<file path="src/core/flag_pkg.sv">
package flag_pkg;

   localparam int FLAG_W = 16;
   localparam int PIN_W  = 13;

   // register offsets
   localparam logic [8:0] ADDR_DIR = 9'h1C1;
   localparam logic [8:0] ADDR_POL = 9'h1C2;
   localparam logic [8:0] ADDR_SRC = 9'h1C3;
   localparam logic [8:0] ADDR_ID  = 9'h1D5;

   // reset values and implemented-bit masks
   localparam logic [15:0] DIR_RST       = 16'h1FFF;
   localparam logic [15:0] SRC_RST       = 16'h1207;
   localparam logic [15:0] POL_RST       = 16'h0000;
   localparam logic [15:0] DIR_MASK      = 16'h1FFF;
   localparam logic [15:0] POL_MASK      = 16'h1FFF;
   localparam logic [15:0] SRC_MASK      = 16'h1FF8;
   localparam logic [15:0] FIXED_IO_MASK = 16'h0007;
   localparam logic [15:0] INTERNAL_MASK = 16'hE000;

   // identification field positions
   localparam int ID_PART_LSB  = 8;
   localparam int ID_LAYOUT_LSB = 4;
   localparam int ID_ISV_LSB   = 0;

   // fixed flag positions of the pins
   localparam int POS_GENERAL_FLAG_PIN0       = 0;
   localparam int POS_TRIGGER_PIN1            = 3;
   localparam int POS_INTERRUPT_REQUEST_PIN_N = 9;
   localparam int POS_AMPLIFIER_OUTPUT_PIN1   = 10;
   localparam int POS_TRACE_PIN               = 12;

   // glitch filter time, specified against a 24 MHz reference clock
   localparam int FILTER_TIME_NS = 125;
   localparam int FILTER_REF_MHZ = 24;
   localparam int FILTER_CYCLES  = (FILTER_TIME_NS * FILTER_REF_MHZ + 999) / 1000;

   // pins handed over to the flag bus: configurable bits plus the fixed i/o bits
   function automatic logic [15:0] pin_owned(input logic [15:0] src);
      pin_owned = (src & SRC_MASK) | FIXED_IO_MASK;
   endfunction

endpackage

</file>
<file path="src/core/flag_cfg_if.sv">
interface flag_cfg_if;
   logic [15:0] dir;
   logic [15:0] src;
   logic [15:0] pol;
   modport regs (output dir, output src, output pol);
   modport user (input dir, input src, input pol);
endinterface

</file>
<file path="src/core/flag_pin_filter.sv">
module flag_pin_filter
   import flag_pkg::*;
#(
   parameter int W = PIN_W,
   parameter int N = FILTER_CYCLES
) (
   input  wire logic         i_clk,
   input  wire logic         i_rstn,
   input  wire logic [W-1:0] i_pin,
   output logic      [W-1:0] o_filt
);

   typedef struct packed {
      logic [W-1:0]        s1;
      logic [W-1:0]        s2;
      logic [N-1:0][W-1:0] hist;
      logic [W-1:0]        out;
   } filt_state_t;

   filt_state_t st;
   filt_state_t next_st;
   logic [W-1:0] agree;

   //////////////////////////////////////////////////////////////////////////////
   always_comb begin
      agree = '1;
      for (int k = 1; k < N; k++) begin
         agree = agree & ~(st.hist[k] ^ st.hist[0]);
      end
      next_st      = st;
      next_st.s1   = i_pin;
      next_st.s2   = st.s1;
      next_st.hist = {st.hist[N-2:0], st.s2};
      // a level must sit in every history stage before it is taken
      next_st.out  = (agree & st.hist[0]) | (~agree & st.out);
   end

   always_ff @(posedge i_clk) begin
      if (!i_rstn) begin
         st <= '0;
      end else begin
         st <= next_st;
      end
   end

   assign o_filt = st.out;
endmodule

</file>
<file path="src/core/flag_reg_file.sv">
module flag_reg_file
   import flag_pkg::*;
#(
   parameter logic [7:0] PART_ID    = 8'h5A, // arbitrary value
   parameter logic [3:0] LAYOUT_VER = 4'h1,
   parameter logic [3:0] ISV        = 4'h1
) (
   input  wire logic        i_clk,
   input  wire logic        i_rstn,
   input  wire logic [8:0]  i_addr,
   input  wire logic        i_wr,
   input  wire logic [15:0] i_wdata,
   input  wire logic        i_rd,
   input  wire logic        i_lock,
   output logic      [15:0] o_rdata,
   output logic             o_rvalid,
   flag_cfg_if.regs         cfg
);

   typedef struct packed {
      logic [15:0] dir;
      logic [15:0] src;
      logic [15:0] pol;
      logic [15:0] rdata;
      logic        rvalid;
   } reg_state_t;

   localparam reg_state_t REG_RST = '{dir: DIR_RST, src: SRC_RST & SRC_MASK,
                                      pol: POL_RST, rdata: 16'h0000, rvalid: 1'b0};

   reg_state_t st;
   reg_state_t next_st;
   logic       wr_ok;
   logic [15:0] id_word;

   //////////////////////////////////////////////////////////////////////////////
   always_comb begin
      id_word = {PART_ID, LAYOUT_VER, ISV};
      // locked registers silently drop writes
      wr_ok   = i_wr && !i_lock;
      next_st = st;
      next_st.rvalid = i_rd;
      if (wr_ok && i_addr == ADDR_DIR) begin
         next_st.dir = i_wdata & DIR_MASK;
      end
      if (wr_ok && i_addr == ADDR_SRC) begin
         next_st.src = i_wdata & SRC_MASK;
      end
      if (wr_ok && i_addr == ADDR_POL) begin
         next_st.pol = i_wdata & POL_MASK;
      end
      unique case (i_addr)
         ADDR_DIR: next_st.rdata = st.dir;
         ADDR_SRC: next_st.rdata = st.src | FIXED_IO_MASK;
         ADDR_POL: next_st.rdata = st.pol;
         ADDR_ID:  next_st.rdata = id_word;
         default:  next_st.rdata = 16'h0000;
      endcase
      if (!i_rd) begin
         next_st.rdata = 16'h0000;
      end
   end

   always_ff @(posedge i_clk) begin
      if (!i_rstn) begin
         st <= REG_RST;
      end else begin
         st <= next_st;
      end
   end

   assign o_rdata  = st.rdata;
   assign o_rvalid = st.rvalid;
   assign cfg.dir  = st.dir;
   assign cfg.src  = st.src;
   assign cfg.pol  = st.pol;
endmodule

</file>
<file path="src/core/flag_pin_router.sv">
// Functional notes
// - internal flags are the bitwise AND of both channels' flag outputs.
// - sixteen-bit flag bus goes to both channels; one shared copy serves both.
// - pins 3 to 12 routable; default original function takes internal flag, except pins 9 and 12, which reset routes as flags.
// - pin used as flag loses original function, fixed bus position only.
// - input flag overwrites bus through filter needing three stable clocks.
// - output flag: bus from internal flag, which also drives the pin.
// - top three flags have no pin, only channel exchange, not configurable.
// - bottom three flags always pin i/o; direction only, no source bit.
// - positions: 0-2 flags, 3-8 triggers, 9 irq, 10-11 amplifiers, 12 trace.
// - source register holds one bit each for flags 3 to 12.
// - direction register bits 0 to 12, effective only when pin routed.
// - source 0: pin keeps own function, bus follows internal flag.
// - source 1, direction 0: output flag from internal flag.
// - source 1, direction 1: input flag, bus from filtered pin.
// - read-only id word: part id, layout version, instruction-set version.
// - while locked, writes to source, direction and polarity are ignored.
// - polarity bit inverts a flag only where it meets a pin.
module flag_pin_router
   import flag_pkg::*;
#(
   parameter logic [7:0] PART_ID    = 8'h5A, // arbitrary value
   parameter logic [3:0] LAYOUT_VER = 4'h1,
   parameter logic [3:0] ISV        = 4'h1
) (
   input  wire logic              I_CLK_SYS,
   input  wire logic              I_RSTN,
   input  wire logic [FLAG_W-1:0] I_CH1_FLAGS,
   input  wire logic [FLAG_W-1:0] I_CH2_FLAGS,
   output logic      [FLAG_W-1:0] O_FLAG_BUS,
   input  wire logic [PIN_W-1:0]  I_FLAG_PIN,
   output logic      [PIN_W-1:0]  O_FLAG_PIN,
   output logic      [PIN_W-1:0]  O_FLAG_PIN_OE,
   output logic      [PIN_W-1:0]  O_PIN_IS_FLAG,
   input  wire logic [8:0]        I_REG_ADDR,
   input  wire logic              I_REG_WR,
   input  wire logic [15:0]       I_REG_WDATA,
   input  wire logic              I_REG_RD,
   input  wire logic              I_DEV_LOCK,
   output logic      [15:0]       O_REG_RDATA,
   output logic                   O_REG_RVALID
);

   typedef struct packed {
      logic [FLAG_W-1:0] bus;
      logic [PIN_W-1:0]  pin_out;
      logic [PIN_W-1:0]  pin_oe;
      logic [PIN_W-1:0]  pin_is_flag;
   } route_state_t;

   route_state_t      st;
   route_state_t      next_st;
   logic [FLAG_W-1:0] int_flags;
   logic [FLAG_W-1:0] owned;
   logic [FLAG_W-1:0] in_mode;
   logic [FLAG_W-1:0] out_mode;
   logic [PIN_W-1:0]  filt;

   flag_cfg_if cfg_bus ();

   //////////////////////////////////////////////////////////////////////////////
   flag_reg_file #(
      .PART_ID    (PART_ID),
      .LAYOUT_VER (LAYOUT_VER),
      .ISV        (ISV)
   ) u_regs (
      .i_clk    (I_CLK_SYS),
      .i_rstn   (I_RSTN),
      .i_addr   (I_REG_ADDR),
      .i_wr     (I_REG_WR),
      .i_wdata  (I_REG_WDATA),
      .i_rd     (I_REG_RD),
      .i_lock   (I_DEV_LOCK),
      .o_rdata  (O_REG_RDATA),
      .o_rvalid (O_REG_RVALID),
      .cfg      (cfg_bus.regs)
   );

   flag_pin_filter #(
      .W (PIN_W),
      .N (FILTER_CYCLES)
   ) u_filter (
      .i_clk  (I_CLK_SYS),
      .i_rstn (I_RSTN),
      .i_pin  (I_FLAG_PIN),
      .o_filt (filt)
   );

   //////////////////////////////////////////////////////////////////////////////
   always_comb begin
      int_flags = I_CH1_FLAGS & I_CH2_FLAGS;
      // bit i of pin vector sits at bus position i; no remap exists
      owned     = pin_owned(cfg_bus.src);
      in_mode   = owned & cfg_bus.dir & DIR_MASK;
      out_mode  = owned & ~cfg_bus.dir & DIR_MASK;
      next_st   = st;
      for (int i = 0; i < FLAG_W; i++) begin
         // upper bits and non-owned pins simply carry the internal flag
         next_st.bus[i] = int_flags[i];
      end
      for (int i = 0; i < PIN_W; i++) begin
         if (in_mode[i]) begin
            next_st.bus[i] = filt[i] ^ cfg_bus.pol[i];
         end
         next_st.pin_out[i]     = int_flags[i] ^ cfg_bus.pol[i];
         next_st.pin_oe[i]      = out_mode[i];
         next_st.pin_is_flag[i] = owned[i];
      end
   end

   always_ff @(posedge I_CLK_SYS) begin
      if (!I_RSTN) begin
         st <= '0;
      end else begin
         st <= next_st;
      end
   end

   // same bus copy serves both channels, which read it as their input
   assign O_FLAG_BUS    = st.bus;
   assign O_FLAG_PIN    = st.pin_out;
   assign O_FLAG_PIN_OE = st.pin_oe;
   assign O_PIN_IS_FLAG = st.pin_is_flag;
endmodule

</file>
<file path="config.mk">
export PLATFORM = sky130hd
export DESIGN_NAME = flag_pin_router
export DESIGN_NICKNAME = d
export VERILOG_FILES = /design/src/core/flag_pkg.sv /design/src/core/flag_cfg_if.sv /design/src/core/flag_pin_filter.sv /design/src/core/flag_reg_file.sv /design/src/core/flag_pin_router.sv
export SDC_FILE = /design/constraint.sdc
export NUM_CORES = 1
export LEC_CHECK = 0
export BUFFER_PORTS_ARGS = -buffer_cell sky130_fd_sc_hd__buf_2
export CAP_MARGIN = 5
export CORE_ASPECT_RATIO = 0.9
export CORE_MARGIN = 4
export CORE_UTILIZATION = 55
export DETAILED_ROUTE_END_ITERATION = 10
export GPL_ROUTABILITY_DRIVEN = 0
export PLACE_DENSITY = 0.81
export SLEW_MARGIN = 20
export SYNTH_ARGS = -nofsm -noshare
export SYNTH_HDL_FRONTEND = slang
export SYNTH_SLANG_ARGS = --single-unit
</file>
<file path="constraint.sdc">
create_clock -name I_CLK_SYS -period 3.4 [get_ports I_CLK_SYS]
set_clock_uncertainty 0.05 [all_clocks]
set_input_delay 0.68 -clock I_CLK_SYS [delete_from_list [all_inputs] [get_ports I_CLK_SYS]]
set_output_delay 0.68 -clock I_CLK_SYS [all_outputs]
set_load 0.01 [all_outputs]
</file>
==> flow_summary.json <==
{
  "status": "completed",
  "setup.worst_path.end_class": "register",
  "peakVddDrop_mv": 0.327,
  "post-dp-hpwl_mm": 9.08,
  "grt-ovfl-total": 0,
  "synth_area_per_cell_sq_um": 10.5,
  "synthDistinctLibCells": 34,
  "clk_path_buf_depth": 2,
  "dieWidth_microns": 123,
  "slowest_delay_ps": 610,
  "grt_first_pass_wirelength_mm": 20.8,
  "synth.area.top_cells": "dfxtp_1 (56%), and2_1 (8.2%), mux2i_1 (6.0%)",
  "period_share_pct": 66.2,
  "ys_seq_elements": 182,
  "power_frac_seq_pct": 50.5,
  "r2r-end": "u_regs.o_rdata[9]$_SDFF_PN0_",
  "clock_power_share_pct": 45.1,
  "final_core_util_pct": 68.0,
  "die-area_sq_um": 13700,
  "clock_sinks": 182,
  "yosysTopAreaCellShare_pct": 55.9,
  "wl_per_cell_microns": 14.5,
  "grt_setup_unrepaired": "false",
  "drcViolationCount": 0,
  "syn_inst": 620,
  "diodes": 0,
  "ios": 147,
  "drive_above_1_share_pct": 24.8,
  "clk_latency_ps": 420,
  "drv_cap": 0,
  "whs_endpoint": "u_filter.next_st[33]$_SDFF_PN0_",
  "fmax_ghz": 0.444,
  "yosys.area.top_type": "dfxtp_1",
  "reg2reg_depth": 3,
  "ys_top_cells_by_count": "dfxtp_1 (182), and2_1 (85), nand2_1 (60)",
  "port-buffer-count": 141,
  "crit_path_cell_trace": "buf_2 -> and4bb_2 -> nand4_2 -> mux2i_1",
  "place_area_sq_um": 7260,
  "ctsHoldBuffers": 0,
  "synth_warnings": 0,
  "cpLargestDelayFamily": "simple AND/OR/NAND/NOR gates",
  "intPower_mw": 3.47,
  "post_cts.repair.setup_buffers": 0,
  "pwr-share-comb_pct": 4.4,
  "cp_data_arrival_time_ps": 2540,
  "path_clk_slew_ps": 60,
  "first_pass_iters": 5,
  "slew_headroom_pct": 31.5,
  "hold_viol_final": 0,
  "async_flop_share_pct": 0,
  "start_util_pct": 56.6,
  "r2r-start": "u_regs.cfg.pol[9]$_SDFFE_PN0P_",
  "cts_max_level": 4,
  "synthesis.area_sq_um": 6520,
  "routed_wl_mm": 13.2,
  "antenna_found_initial": 1,
  "hold_depth": 1,
  "cts_buffers": 17,
  "hold_path_class": "register to register",
  "cp-start-kind": "input port",
  "synthFlopType": "dfxtp_1",
  "synth_seq_area_share_pct": 55.9,
  "clockRootBuffer": "clkbuf_16",
  "switching_share_pct": 19.6,
  "maxSlewViolCount": 0,
  "min_period_ps": 2250,
  "grt_use_total_pct": 19.4,
  "die_height_microns": 111,
  "num_vias": 4634,
  "synth-edff-count": 0,
  "fin_area_sq_um": 7840,
  "p_leak_nw": 3.83,
  "core_area_sq_um": 11500,
  "critical_path.slowest_cell": "nand4_2",
  "required_ps": 3690,
  "initialDrtViolationCount": 314,
  "reg2reg_slack_ps": 2200,
  "grt_start_max_net_pins": 102,
  "row_count": 37,
  "tritoncts": "yes",
  "power.density_nw_per_um2": 551,
  "grt_pass1_vias": 4445,
  "cts.repair.resized": 0,
  "min_from": "u_filter.next_st[20]$_SDFF_PN0_",
  "antenna_left": 0,
  "viasPerCell": 5.10,
  "fill_cells": 873,
  "worst-path-buf-inv": 1,
  "yosysMostFrequentCell": "dfxtp_1",
  "finalSetupViolCount": 0,
  "tns_ps": 0,
  "crit_type": "input port to register",
  "worst_pin_slew_ps": 1020,
  "num-nets-final": 819,
  "instances_no_fill": 909,
  "dp_cells": 881,
  "power.net_switching_mw": 0.845,
  "worstPathMaxFanout": 16,
  "synthToLayoutAreaGrowth_pct": 20.3
}
layer usage:
layer	up-vias	wire length, microns	track usage, %
li1	2318	-	-
met1	2124	5620	24.0
met2	167	6240	31.7
met3	23	1060	5.15
met4	2	223	8.13
met5	-	13	0
power groups by stage:
stage / clock network, mW / logic (mW) / registers (mW)
CTS: 1.97 / 0.191 / 2.18
floorplan: 0 / 0.111 / 2.23
global route: 2.07 / 0.210 / 2.18
finish: 1.95 / 0.190 / 2.18
detailed placement: 0 / 0.188 / 2.23
global placement: 0 / 0.183 / 2.23
per-stage QoR:
step	setup slack [ps]	power (mW)	hold WS, ps
CTS	1190	4.34	383
floorplan	1480	2.34	362
global route	1050	4.46	389
detailed placement	733	2.41	368
global placement	833	2.41	365
finish	1150	4.32	379
registers in the layout, summed over array words and instances (netlist names), named ones only:
signal            flops
O_FLAG_BUS           16
O_FLAG_PIN           13
O_FLAG_PIN_OE        13
O_PIN_IS_FLAG        11
u_filter.next_st     52
u_filter.st          13
u_regs.cfg.dir       13
u_regs.cfg.pol       13
u_regs.cfg.src       10
u_regs.o_rdata       14
u_regs.o_rvalid       1
cells in the final DEF (no fill, tap or decap), types with 8 or more instances in the layout:
cell,count
o21a_1,10
a21o_1,13
mux2_2,10
nand2_1,60
buf_2,140
a21oi_1,10
mux2i_1,39
dfxtp_1,182
a211oi_1,13
and2_1,85
clkbuf_16,17
a21boi_0,13
xor2_1,10
and3_1,13
xnor2_1,16
inv_1,8
nor2b_1,31
o21ai_0,13
nand4_1,19
nor2_1,8
worst max-delay path by stage:
stage	start	end	slack [ps]	depth (start not counted)
4_1_cts	I_REG_ADDR[0]	u_regs.cfg.dir[8]$_SDFFE_PN1P_	1190	4
6_report	I_REG_ADDR[0]	u_regs.cfg.dir[8]$_SDFFE_PN1P_	1150	4
3_5_place_dp	I_REG_ADDR[0]	u_regs.cfg.dir[8]$_SDFFE_PN1P_	730	4
5_1_grt	I_REG_ADDR[0]	u_regs.cfg.dir[0]$_SDFFE_PN1P_	1050	4
3_3_place_gp	I_REG_ADDR[0]	u_regs.cfg.dir[3]$_SDFFE_PN1P_	830	4
2_1_floorplan	I_REG_ADDR[4]	u_regs.cfg.pol[10]$_SDFFE_PN0P_	1480	5
cell families after synthesis:
| family | count (synthesis) | share of synthesized area [%] |
|---|---|---|
| other | 1 | 0.0575 |
| XOR/XNOR | 26 | 3.49 |
| multiplexers | 49 | 7.71 |
| AND/OR/NAND/NOR | 230 | 20.4 |
| buffers and inverters | 50 | 3.84 |
| AO/OA/AOI/OAI | 82 | 8.64 |
| flip-flops | 182 | 55.9 |
worst register-to-register path: stages (launching register included):
cell and delay [ps]:
dfxtp_1 410, mux2_2 180, nand4_1 120, a211oi_1 330
cell type report:
class | instances | area, sq um | area share, %
inverters | 8 | 30.0 | 0.383
repair buffers | 146 | 758 | 9.67
clock inverters | 4 | 95.1 | 1.21
flip-flops and latches | 182 | 3640 | 46.5
well taps | 156 | 195 | 2.49
multi-input cells | 389 | 2630 | 33.5
clock buffers | 24 | 492 | 6.27
Power figures use the tool's default switching activity.
